--- config.mk ---
export PLATFORM = sky130hd
export DESIGN_NAME = sbt_bank_ctrl
export DESIGN_NICKNAME = d
export VERILOG_FILES = /design/src/hdl/sbt_pkg.sv /design/src/hdl/sbt_timer.sv /design/src/hdl/sbt_bank_ctrl.sv
export SDC_FILE = /design/constraint.sdc
export NUM_CORES = 1
export LEC_CHECK = 0
export ABC_AREA = 1
export BUFFER_PORTS_ARGS = -buffer_cell sky130_fd_sc_hd__buf_2
export CORE_MARGIN = 2
export CORE_UTILIZATION = 40
export DETAILED_ROUTE_END_ITERATION = 6
export SLEW_MARGIN = 20
export SYNTH_ARGS = -nofsm -noshare
export SYNTH_HDL_FRONTEND = slang
export SYNTH_SLANG_ARGS = --single-unit
--- constraint.sdc ---
create_clock -name clk -period 9.2 [get_ports clk]
set_input_delay 1.84 -clock clk [delete_from_list [all_inputs] [get_ports clk]]
set_output_delay 1.84 -clock clk [all_outputs]
set_load 0.1 [all_outputs]
--- src/hdl/sbt_pkg.sv ---
package sbt_pkg;

  localparam int NUM_BANKS = 4;
  localparam int BANK_W = 2;
  localparam int ADDR_W = 12;
  localparam int MODE_W = ADDR_W + BANK_W;
  localparam int PRECHARGE_SELECT_BIT = 10;
  localparam int BL_LSB = 0;
  localparam int BL_MSB = 2;
  localparam int CNT_W = 10;

  localparam logic [MODE_W-1:0] MODE_RESET = 14'h0000;

  localparam logic [2:0] BL_CODE_1 = 3'h0;
  localparam logic [2:0] BL_CODE_2 = 3'h1;
  localparam logic [2:0] BL_CODE_4 = 3'h2;
  localparam logic [2:0] BL_CODE_8 = 3'h3;
  localparam logic [2:0] BL_CODE_PAGE = 3'h7;
  localparam logic [CNT_W-1:0] BURST_1 = 10'h001;
  localparam logic [CNT_W-1:0] BURST_2 = 10'h002;
  localparam logic [CNT_W-1:0] BURST_4 = 10'h004;
  localparam logic [CNT_W-1:0] BURST_8 = 10'h008;
  localparam logic [CNT_W-1:0] FULL_PAGE_LEN = 10'h100;

  // times in ns; cycle counts derived at the 50 MHz clock
  localparam int CLK_PERIOD_NS = 20;
  localparam int ROW_PRECHARGE_TIME_NS = 20;
  localparam int ROW_TO_COLUMN_TIME_NS = 20;
  localparam int ROW_CYCLE_TIME_NS = 70;
  localparam int WRITE_RECOVERY_TIME_NS = 15;
  localparam int MODE_SET_CYCLE_CLKS = 2;

  function automatic logic [CNT_W-1:0] ns_to_cycles(input int t_ns);
    int c;
    c = (t_ns + CLK_PERIOD_NS - 1) / CLK_PERIOD_NS;
    if (c < 1) begin
      c = 1;
    end
    return c[CNT_W-1:0];
  endfunction

  localparam logic [CNT_W-1:0] ROW_PRECHARGE_CYCLES = ns_to_cycles(ROW_PRECHARGE_TIME_NS);
  localparam logic [CNT_W-1:0] ROW_TO_COLUMN_CYCLES = ns_to_cycles(ROW_TO_COLUMN_TIME_NS);
  localparam logic [CNT_W-1:0] ROW_CYCLE_CYCLES = ns_to_cycles(ROW_CYCLE_TIME_NS);
  localparam logic [CNT_W-1:0] WRITE_RECOVERY_CYCLES = ns_to_cycles(WRITE_RECOVERY_TIME_NS);
  localparam logic [CNT_W-1:0] MODE_SET_CYCLES = MODE_SET_CYCLE_CLKS[CNT_W-1:0];

  typedef enum logic [3:0] {
    ST_IDLE,
    ST_ACTIVATING,
    ST_ROW_ACTIVE,
    ST_READ,
    ST_READ_AUTO,
    ST_WRITE,
    ST_WRITE_AUTO,
    ST_WR_RECOVER,
    ST_WR_RECOVER_AUTO,
    ST_PRECHARGING,
    ST_REFRESHING,
    ST_MODE_ACCESS
  } sbt_state_t;

  typedef enum logic [3:0] {
    CMD_DESELECT,
    CMD_NOP,
    CMD_BURST_STOP,
    CMD_READ,
    CMD_WRITE,
    CMD_ACTIVATE,
    CMD_PRECHARGE,
    CMD_REFRESH,
    CMD_MODE_SET
  } sbt_cmd_t;

  function automatic sbt_cmd_t sbt_decode(input logic cs_n, input logic ras_n,
                                          input logic cas_n, input logic we_n);
    sbt_cmd_t c;
    c = CMD_DESELECT;
    if (!cs_n) begin
      case ({ras_n, cas_n, we_n})
        3'h7: c = CMD_NOP;
        3'h6: c = CMD_BURST_STOP;
        3'h5: c = CMD_READ;
        3'h4: c = CMD_WRITE;
        3'h3: c = CMD_ACTIVATE;
        3'h2: c = CMD_PRECHARGE;
        3'h1: c = CMD_REFRESH;
        default: c = CMD_MODE_SET;
      endcase
    end
    return c;
  endfunction

endpackage

--- src/hdl/sbt_timer.sv ---
`timescale 1ns/1ps
module sbt_timer (
  input wire logic clk,
  input wire logic rst,
  input wire logic load,
  input wire logic [sbt_pkg::CNT_W-1:0] load_val,
  input wire logic run,
  output logic last
);
  import sbt_pkg::*;

  logic [CNT_W-1:0] cnt_r;
  logic [CNT_W-1:0] cnt_nxt;
  localparam logic [CNT_W-1:0] ONE = 10'h001;
  localparam logic [CNT_W-1:0] ZERO = 10'h000;

  // frozen while run is low, so a suspended clock stretches the state
  assign cnt_nxt = load ? load_val : ((run && cnt_r != ZERO) ? cnt_r - ONE : cnt_r);
  assign last = run && (cnt_r == ONE);

  always_ff @(posedge clk) begin
    if (rst) begin
      cnt_r <= ZERO;
    end else begin
      cnt_r <= cnt_nxt;
    end
  end
endmodule

--- src/hdl/sbt_bank_ctrl.sv ---
`timescale 1ns/1ps
// Overview of operation
// - read auto-precharge: idle commands finish, then precharge
// - write auto-precharge: finish burst, recover, then precharge
// - precharging ignores idle/precharge commands, idle after row_precharge_time
// - activating ignores idle commands, active after delay
// - write recovery ignores idle/stop, active after write_recovery_time
// - write recovery accepts read, option from command
// - write recovery accepts write, option from command
// - recovery with precharge ignores idle/stop, then precharges
// - refresh takes only idle/stop, idle after row_cycle_time
// - mode set takes idle commands, idle after mode_set_cycle_time
// - precharge_select_bit high selects auto precharge
// - commands act only if clock enable was high
module sbt_bank_ctrl (
  input wire logic clk,
  input wire logic rst,
  input wire logic cke,
  input wire logic cs_n,
  input wire logic ras_n,
  input wire logic cas_n,
  input wire logic we_n,
  input wire logic [sbt_pkg::BANK_W-1:0] ba,
  input wire logic [sbt_pkg::ADDR_W-1:0] addr,
  output sbt_pkg::sbt_state_t bank_state [sbt_pkg::NUM_BANKS],
  output logic [sbt_pkg::MODE_W-1:0] mode_reg,
  output logic illegal_cmd
);
  import sbt_pkg::*;

  logic cke_prev_r;
  logic illegal_r;
  logic illegal_nxt;
  logic [MODE_W-1:0] mode_r;
  logic [MODE_W-1:0] mode_nxt;
  sbt_state_t state_r [NUM_BANKS];
  sbt_state_t state_nxt [NUM_BANKS];
  logic [NUM_BANKS-1:0] hit;
  logic [NUM_BANKS-1:0] bad;
  logic [NUM_BANKS-1:0] tmr_load;
  logic [NUM_BANKS-1:0] tmr_last;
  logic [CNT_W-1:0] tmr_val [NUM_BANKS];
  logic [NUM_BANKS-1:0] bank_idle;

  wire cmd_live = cke_prev_r;
  wire sbt_cmd_t cmd = sbt_decode(cs_n, ras_n, cas_n, we_n);
  wire auto_sel = addr[PRECHARGE_SELECT_BIT];
  wire all_idle = &bank_idle;
  wire mode_take = cmd_live && cmd == CMD_MODE_SET && all_idle;
  wire [CNT_W-1:0] burst_len = bl_cycles(mode_r[BL_MSB:BL_LSB]);

  function automatic logic [CNT_W-1:0] bl_cycles(input logic [2:0] code);
    logic [CNT_W-1:0] n;
    case (code)
      BL_CODE_1: n = BURST_1;
      BL_CODE_2: n = BURST_2;
      BL_CODE_4: n = BURST_4;
      BL_CODE_8: n = BURST_8;
      BL_CODE_PAGE: n = FULL_PAGE_LEN;
      default: n = BURST_1;
    endcase
    return n;
  endfunction

  // whether a command aimed at this bank is allowed in its state
  function automatic logic cmd_legal(input sbt_state_t st, input sbt_cmd_t c);
    logic ok;
    ok = 1'b0;
    case (c)
      CMD_DESELECT, CMD_NOP: ok = 1'b1;
      CMD_BURST_STOP: ok = st inside {ST_IDLE, ST_ROW_ACTIVE, ST_READ, ST_WRITE,
                                      ST_WR_RECOVER, ST_WR_RECOVER_AUTO,
                                      ST_REFRESHING};
      CMD_READ, CMD_WRITE: ok = st inside {ST_ROW_ACTIVE, ST_READ, ST_WRITE,
                                           ST_WR_RECOVER};
      CMD_ACTIVATE: ok = (st == ST_IDLE);
      CMD_PRECHARGE: ok = st inside {ST_IDLE, ST_ROW_ACTIVE, ST_READ, ST_WRITE,
                                     ST_PRECHARGING};
      CMD_REFRESH, CMD_MODE_SET: ok = (st == ST_IDLE);
      default: ok = 1'b0;
    endcase
    return ok;
  endfunction

  // state reached when the timer of a timed state runs out
  function automatic sbt_state_t timeout_state(input sbt_state_t st);
    sbt_state_t n;
    case (st)
      ST_READ_AUTO: n = ST_PRECHARGING;
      ST_WRITE_AUTO: n = ST_WR_RECOVER_AUTO;
      ST_READ: n = ST_ROW_ACTIVE;
      ST_WRITE: n = ST_WR_RECOVER;
      ST_WR_RECOVER: n = ST_ROW_ACTIVE;
      ST_WR_RECOVER_AUTO: n = ST_PRECHARGING;
      ST_PRECHARGING: n = ST_IDLE;
      ST_ACTIVATING: n = ST_ROW_ACTIVE;
      ST_REFRESHING: n = ST_IDLE;
      ST_MODE_ACCESS: n = ST_IDLE;
      default: n = st;
    endcase
    return n;
  endfunction

  // response to a legal command that reaches this bank
  function automatic sbt_state_t cmd_state(input sbt_state_t st, input sbt_cmd_t c,
                                           input logic auto_pre);
    sbt_state_t n;
    n = st;
    case (c)
      CMD_READ: n = auto_pre ? ST_READ_AUTO : ST_READ;
      CMD_WRITE: n = auto_pre ? ST_WRITE_AUTO : ST_WRITE;
      CMD_ACTIVATE: n = ST_ACTIVATING;
      CMD_REFRESH: n = ST_REFRESHING;
      CMD_MODE_SET: n = ST_MODE_ACCESS;
      CMD_PRECHARGE: n = (st == ST_IDLE || st == ST_PRECHARGING) ? st : ST_PRECHARGING;
      CMD_BURST_STOP: n = (st == ST_READ || st == ST_WRITE) ? ST_ROW_ACTIVE : st;
      default: n = st;
    endcase
    return n;
  endfunction

  // cycles spent in a state from the edge that enters it
  function automatic logic [CNT_W-1:0] entry_count(input sbt_state_t st,
                                                   input logic [CNT_W-1:0] bl);
    logic [CNT_W-1:0] n;
    case (st)
      ST_READ, ST_READ_AUTO, ST_WRITE, ST_WRITE_AUTO: n = bl;
      ST_WR_RECOVER, ST_WR_RECOVER_AUTO: n = WRITE_RECOVERY_CYCLES;
      ST_PRECHARGING: n = ROW_PRECHARGE_CYCLES;
      ST_ACTIVATING: n = ROW_TO_COLUMN_CYCLES;
      ST_REFRESHING: n = ROW_CYCLE_CYCLES;
      ST_MODE_ACCESS: n = MODE_SET_CYCLES;
      default: n = '0;
    endcase
    return n;
  endfunction

  genvar b;
  generate
    for (b = 0; b < NUM_BANKS; b++) begin : g_bank
      wire own_bank = (ba == BANK_W'(b));
      wire device_wide = state_r[b] inside {ST_REFRESHING, ST_MODE_ACCESS};
      wire column = (cmd == CMD_READ || cmd == CMD_WRITE);
      wire legal = cmd_legal(state_r[b], cmd);
      wire taken = cmd_live && hit[b] && legal;
      wire sbt_state_t by_cmd = cmd_state(state_r[b], cmd, auto_sel);
      wire restart = taken && column;

      // refresh, mode set and burst stop reach every bank
      always_comb begin
        case (cmd)
          CMD_READ, CMD_WRITE, CMD_ACTIVATE: hit[b] = own_bank || device_wide;
          CMD_PRECHARGE: hit[b] = own_bank || auto_sel || device_wide;
          CMD_DESELECT, CMD_NOP: hit[b] = 1'b0;
          default: hit[b] = 1'b1;
        endcase
      end

      assign bad[b] = cmd_live && hit[b] && !legal;
      assign bank_idle[b] = (state_r[b] == ST_IDLE);

      // a new column command wins over the end of the burst or recovery
      always_comb begin
        state_nxt[b] = state_r[b];
        if ((cmd == CMD_REFRESH || cmd == CMD_MODE_SET) && taken && !all_idle) begin
          state_nxt[b] = state_r[b];
        end else if (taken && by_cmd != state_r[b]) begin
          state_nxt[b] = by_cmd;
        end else if (!restart && tmr_last[b]) begin
          state_nxt[b] = timeout_state(state_r[b]);
        end
      end

      assign tmr_load[b] = restart || (state_nxt[b] != state_r[b]);
      assign tmr_val[b] = entry_count(state_nxt[b], burst_len);

      sbt_timer u_timer (
        .clk(clk),
        .rst(rst),
        .load(tmr_load[b]),
        .load_val(tmr_val[b]),
        .run(cmd_live),
        .last(tmr_last[b])
      );

      always_ff @(posedge clk) begin
        if (rst) begin
          state_r[b] <= ST_IDLE;
        end else begin
          state_r[b] <= state_nxt[b];
        end
      end

      assign bank_state[b] = state_r[b];
    end
  endgenerate

  // refresh or mode set with any bank busy is refused for all banks
  wire wide_refused = cmd_live && (cmd == CMD_REFRESH || cmd == CMD_MODE_SET) && !all_idle;

  assign illegal_nxt = (|bad) || wide_refused;
  assign mode_nxt = mode_take ? {ba, addr} : mode_r;

  always_ff @(posedge clk) begin
    if (rst) begin
      cke_prev_r <= 1'b0;
      illegal_r <= 1'b0;
      mode_r <= MODE_RESET;
    end else begin
      cke_prev_r <= cke;
      illegal_r <= illegal_nxt;
      mode_r <= mode_nxt;
    end
  end

  assign mode_reg = mode_r;
  assign illegal_cmd = illegal_r;
endmodule

==> metrics.yaml, run 1 <==
overflow: 0
final-hold-violation-count: 0
cp_cell_sequence: "buf_2 -> inv_1 -> ha_1 -> nand2_4 -> nor2_4 -> inv_1 -> o21ai_2 -> nor2_4 -> nand2_4 -> nand4_1 -> nor2_1 -> nor2_1 -> nand2_2 -> nand2_2 -> nand2_1 -> nand2_1 -> nand3_1 -> nand2_1 -> nor2_1 -> nand3_1 -> o21ai_0 -> nor2_1"
powerDensity_nw_per_um2: 241
switching_power_uw: 930
final-setup-viol-count: 0
synth.distinct_cells: 48
syn-num-nets: 1268
final_nets: 1295
die_w_um: 139
syn_to_final_growth_pct: 9.53
place_hpwl_mm: 16.1
syn_inst: 1235
hp-class: "flip-flop to flip-flop"
power.total_uw: 1910
antenna_found_initial: 0
start_kind: "input pin"
initial_utilization: 0.406
swShare: 0.486
synth.top_cell.area_share: 0.199
largest_register_ffs: 40
worst-setup-path-type: "input pin to flip-flop"
syn_area_sq_um: 7260
drt_first_pass_iters: 6
cts_tree: "yes"
clock_power_share: 0.205
drc: 0
relSlewSlack: 0.430
portBuffers: 51
drtAntennaViolNets: 0
num_vias: 8013
cap_violations: 0
num_io_pins: 52
crit_required_ns: 9.43
yosysWarnings: 0
r2r_setup_slack_ns: 5.40
yosysSeqAreaShare: 0.199
synth_commonest_cells: "nand2_1 (295), nor2_1 (186), nand3_1 (123), inv_1 (115), a21oi_1 (74)"
synthTopCellsByArea: "dfxtp_1 (20%), nand2_1 (15%), nor2_1 (9.6%)"
cp_max_fo: 35
core_area_sq_um: 17900
grt_max_degree: 55
finalClockSkew_ns: 0.00764
grt_pass1_wl_mm: 35.7
crit_family: "simple AND/OR/NAND/NOR gates"
p_leak_uw: 0.00391
worst_path_max_delay_cell: "nor2_1"
synth_largest_area_cell: "dfxtp_1"
min_period_ns: 5.32
drive_gt1_frac: 0.130
combinationalPowerShare: 0.551
rsz0062_at_grt: "no"
cts_resized: 0
synthesis.area_per_instance_sq_um: 5.88
synth_edf_count: 0
peakVddDrop_mv: 0.131
cp_num_buf_inv: 3
worstMarginPinSlew_ns: 0.855
tns_ns: 0
drt_wl_total_mm: 21.5
insertion_delay_ns: 0.35
ys_ff_latch: 72
synth-main-ff-cell: "dfxtp_1"
cpMostUsedCell: "nor2_1"
postCtsSetupRepairBufs: 0
status: "finished, final reports clean"
cts_sinks: 72
intPower_uw: 985
wl_per_cell_um: 14.4
finalCritPeriodShare: 0.578
dieHeight_um: 139
slowest_delay_ns: 0.56
clk_path_buf_depth: 2
grt_usage: 0.221
slew_violations: 0
cts-htree-levels: 3
place_congestion: 0.934
cts_hold_buf: 0
die_area_sq_um: 19200
clock.fmax_ghz: 0.188
cp.arrival_ns: 5.55
n_antenna_cell: 0
row_count: 49
vias_per_cell: 5.36
path_clk_slew_ns: 0.06
first_global_vias: 7441
pwr-share-seq: 0.245
crit_path_end_kind: "flip-flop"
synthArstFlopShare: 0
cts_buffers: 9
cts.root.buffer_cell: "clkbuf_16"
yosysMostFrequentCell: "nand2_1"
fin_util: 0.444
drt_iter0_drc: 581
area by class of cell:
type,instances,area (sq um)
clock inverter,6,91.3
timing repair buffer,56,293
multi-input combinational,983,5070
sequential,72,1440
fill,1984,9950
tap,229,287
clock buffer,10,239
inverter,140,526
cells in the final DEF (no fill, tap or decap), types with 2 or more instances in the layout:
master	count
nand2_4	10
a31oi_1	2
nand3_2	12
inv_2	19
o22ai_1	6
a21oi_2	3
nor2_4	11
mux2i_1	9
dfxtp_1	72
inv_1	115
nand3b_1	8
nand3_4	4
nand2_2	16
nor3b_1	4
clkinvlp_4	3
nor2_1	186
o21ai_1	17
nor4_1	9
bufinv_16	2
nand4_1	65
clkbuf_16	9
xnor2_1	7
buf_2	51
a211oi_1	5
nand3_1	123
buf_4	5
and2_1	2
o21bai_1	4
ha_1	12
nor3_1	7
o211ai_1	12
a22oi_1	2
nor2_2	11
nand2_1	295
clkinv_1	6
o21ai_0	41
xor2_1	16
a21oi_1	74
o21ai_2	2
cells by family after synthesis:
kind of cell | Yosys count | share of synthesized area
simple gates | 767 | 0.505
mux | 9 | 0.0124
xor+xnor | 23 | 0.0277
flops | 72 | 0.199
buf+inv | 180 | 0.103
fa+ha+maj | 12 | 0.0207
compound gates | 172 | 0.132
metrics by stage:
step,setup WS (ns),instance area (sq um),hold slack (ns),instances
finish,3.88,7950,0.493,1496
global route,3.36,7950,0.520,1496
CTS,3.90,7950,0.499,1496
detailed placement,3.56,7620,0.481,1480
global placement,3.64,7620,0.470,1480
floorplan,4.80,7260,0.464,1235
power by group through the flow:
stage	Combinational (uW)	Sequential (uW)	Clock (uW)
finish	1050	468	392
CTS	1060	467	401
global route	1200	478	413
global placement	1050	473	0
detailed placement	1050	473	0
floorplan	845	493	0
routing by layer:
metal / track usage / wire [um] / part of all wire
met4: 0.0670 / 426 / 0.020
met3: 0.0338 / 833 / 0.039
met5: 0 / 0 / 0
met2: 0.379 / 9940 / 0.46
met1: 0.288 / 10300 / 0.48
worst min-delay path: stages, from the launching register on:
cell and delay [ns]:
dfxtp_1 0.31, nor2_1 0.10, a211oi_1 0.05
worst paths after layout:
path                                                                 to  depth (start not counted)                 startpoint
worst max-delay path            g_bank[3].u_timer.cnt_r[3]$_SDFFE_PP0P_                         22                      cas_n
worst min-delay path                          mode_reg[10]$_SDFFE_PP0P_                          2  mode_reg[10]$_SDFFE_PP0P_
worst max register to register  g_bank[3].u_timer.cnt_r[3]$_SDFFE_PP0P_                         18   state_r[3][0]$_SDFF_PP0_
worst min register to register                mode_reg[10]$_SDFFE_PP0P_                          2  mode_reg[10]$_SDFFE_PP0P_
Power figures use the tool's default switching activity.
==> inputs of run 2 (changes only) <==
==> constraint.sdc (replaced) <==
create_clock -name clk -period 4.5 [get_ports clk]
set_input_delay 0.9 -clock clk [delete_from_list [all_inputs] [get_ports clk]]
set_output_delay 0.9 -clock clk [all_outputs]
set_load 0.1 [all_outputs]
==> run 2 against run 1 <==
Combinational power increased by 110%. Critical path type unchanged. Largest cell class unchanged. Cell count increased by 0.47%. Final area increased by 0.33%.
==> metrics.yaml, run 2 (synthesis gave the netlist of run 1 again) <==
cts-htree-levels: 3  # unchanged
grt_max_degree: 54  # -1.8%
path_clk_slew_ns: 0.06  # about the same
cp_max_fo: 35  # unchanged
drive_gt1_frac: 0.135  # +0.00478
final_cell_mix: "nand2_1 (295), nor2_1 (186), nand3_1 (123)"
cts.root.buffer_cell: "clkbuf_16"
cap_violations: 0  # unchanged
antenna_found_initial: 0  # unchanged
core_area_sq_um: 17900  # unchanged
final-setup-viol-count: 0  # unchanged
wl_per_cell_um: 14.5  # +1.0%
num_io_pins: 52  # unchanged
worstMarginPinSlew_ns: 0.814  # -0.0413 ns
drt_iter0_drc: 560  # -3.6%
postCtsSetupRepairBufs: 0  # unchanged
grt_pass1_wl_mm: 36.5  # +2.2%
num_vias: 8108  # +1.2%
first_global_vias: 7431  # -0.13%
slew_violations: 0  # unchanged
tns_ns: 0  # unchanged
overflow: 0  # unchanged
rsz0062_at_grt: "no"
cts_hold_buf: 0  # unchanged
dp.cells: 1487  # +0.47%
min_period_ns: 3.95
cts_resized: 0  # unchanged
clock_power_share: 0.193  # -0.012
crit_required_ns: 4.72  # -4.71 ns
clk_path_buf_depth: 2  # unchanged
finalClockSkew_ns: 0.0130  # +0.00531 ns
die_w_um: 139  # unchanged
fill_cells: 1935  # -2.5%
drt_wl_total_mm: 21.8  # +1.5%
syn_to_final_growth_pct: 9.89
insertion_delay_ns: 0.35  # about the same
final_nets: 1302  # +0.54%
drc: 0  # unchanged
finalCritPeriodShare: 0.878
cp.arrival_ns: 4.17  # -1.38 ns
pwr-share-seq: 0.244  # about the same
hp-class: "flip-flop to flip-flop"
cts_sinks: 72  # unchanged
intPower_uw: 1960  # +99%
relSlewSlack: 0.457  # +0.0275
portBuffers: 51  # unchanged
peakVddDrop_mv: 0.322  # +150%
powerDensity_nw_per_um2: 489  # +100%
place_hpwl_mm: 16.1  # about the same
mostFrequentLayoutCell: "nand2_1"
row_count: 49  # unchanged
final-hold-violation-count: 0  # unchanged
swShare: 0.497  # +0.0111
start_kind: "input pin"
n_antenna_cell: 0  # unchanged
power.total_uw: 3900  # +100%
worst-setup-path-type: "input pin to flip-flop"
initial_utilization: 0.406  # unchanged
cts_buffers: 9  # unchanged
combinationalPowerShare: 0.563  # +0.012
vias_per_cell: 5.39  # +0.71%
place_congestion: 0.898  # -3.8%
p_leak_uw: 0.00393  # +0.52%
grt_usage: 0.226  # +0.00443
dieHeight_um: 139  # unchanged
drtAntennaViolNets: 0  # unchanged
drt_first_pass_iters: 6  # unchanged
cts_tree: "yes"
largest_register_ffs: 40  # unchanged
status: "finished, final reports clean"
fin_cells: 1503  # +0.47%
clock.fmax_ghz: 0.253
crit_path_end_kind: "flip-flop"
die_area_sq_um: 19200  # unchanged
switching_power_uw: 1940  # +110%
## run 2: area by class of cell
class                           count  area [sq um]  share of cell area
Multi-Input combinational cell    983          5070               0.636
Sequential cell                    72          1440               0.181
Inverter                          140           526              0.0659
Timing Repair Buffer               63           345              0.0433
Tap cell                          229           287              0.0359
Clock buffer                        9           225              0.0282
Clock inverter                      7          78.8             0.00988
## run 2: power groups by stage
stage	Combinational (uW)	Clock, uW	Sequential [uW]
final	2200	753	954
after global routing	2500	796	975
after CTS	2190	768	953
after detailed placement	2180	0	964
after global placement	2160	0	967
after floorplan	1730	0	1010
## run 2: path summary, 6_finish.rpt
check                      startpoint  depth (start not counted)                                       to  slack [ns]
max                             cas_n                         21  g_bank[2].u_timer.cnt_r[3]$_SDFFE_PP0P_        0.55
min          mode_reg[7]$_SDFFE_PP0P_                          2                 mode_reg[7]$_SDFFE_PP0P_        0.49
max reg2reg  state_r[2][2]$_SDFF_PP0_                         19  g_bank[2].u_timer.cnt_r[3]$_SDFFE_PP0P_        0.94
min reg2reg  mode_reg[7]$_SDFFE_PP0P_                          2                 mode_reg[7]$_SDFFE_PP0P_        0.49
## run 2: per-stage QoR
stage	area [sq um]	utilization	hold WS [ns]	setup slack, ns
detailed placement	7670	0.429	0.481	0.189
CTS	7980	0.446	0.492	0.551
global route	7980	0.446	0.514	0.214
finish	7980	0.446	0.490	0.548
global placement	7670	0.429	0.469	0.290
floorplan	7260	-	0.464	1.04
## run 2: metal layers
| metal | up-vias | global-route usage | wire (um) |
|---|---|---|---|
| met3 | 28 | 0.0387 | 1030 |
| met5 | - | 0 | 0 |
| met2 | 199 | 0.388 | 10200 |
| met4 | 0 | 0.0622 | 368 |
| met1 | 3713 | 0.293 | 10200 |
| li1 | 4168 | - | - |
## run 2: worst max-delay path, cell delays in order
cell and delay (ns):
buf_2 0.10, inv_1 0.06, ha_1 0.24, nor2_4 0.17
nand2_2 0.09, nand2_4 0.18, nand3_2 0.16, nand2_1 0.11
inv_2 0.05, nand2_4 0.27, inv_2 0.13, nor2_1 0.27
o211ai_1 0.13, nand3_1 0.13, nand2_4 0.08, nand3_1 0.09
nand2_1 0.07, nor2_2 0.20, nand3b_1 0.40, o21ai_1 0.27
a21oi_1 0.06
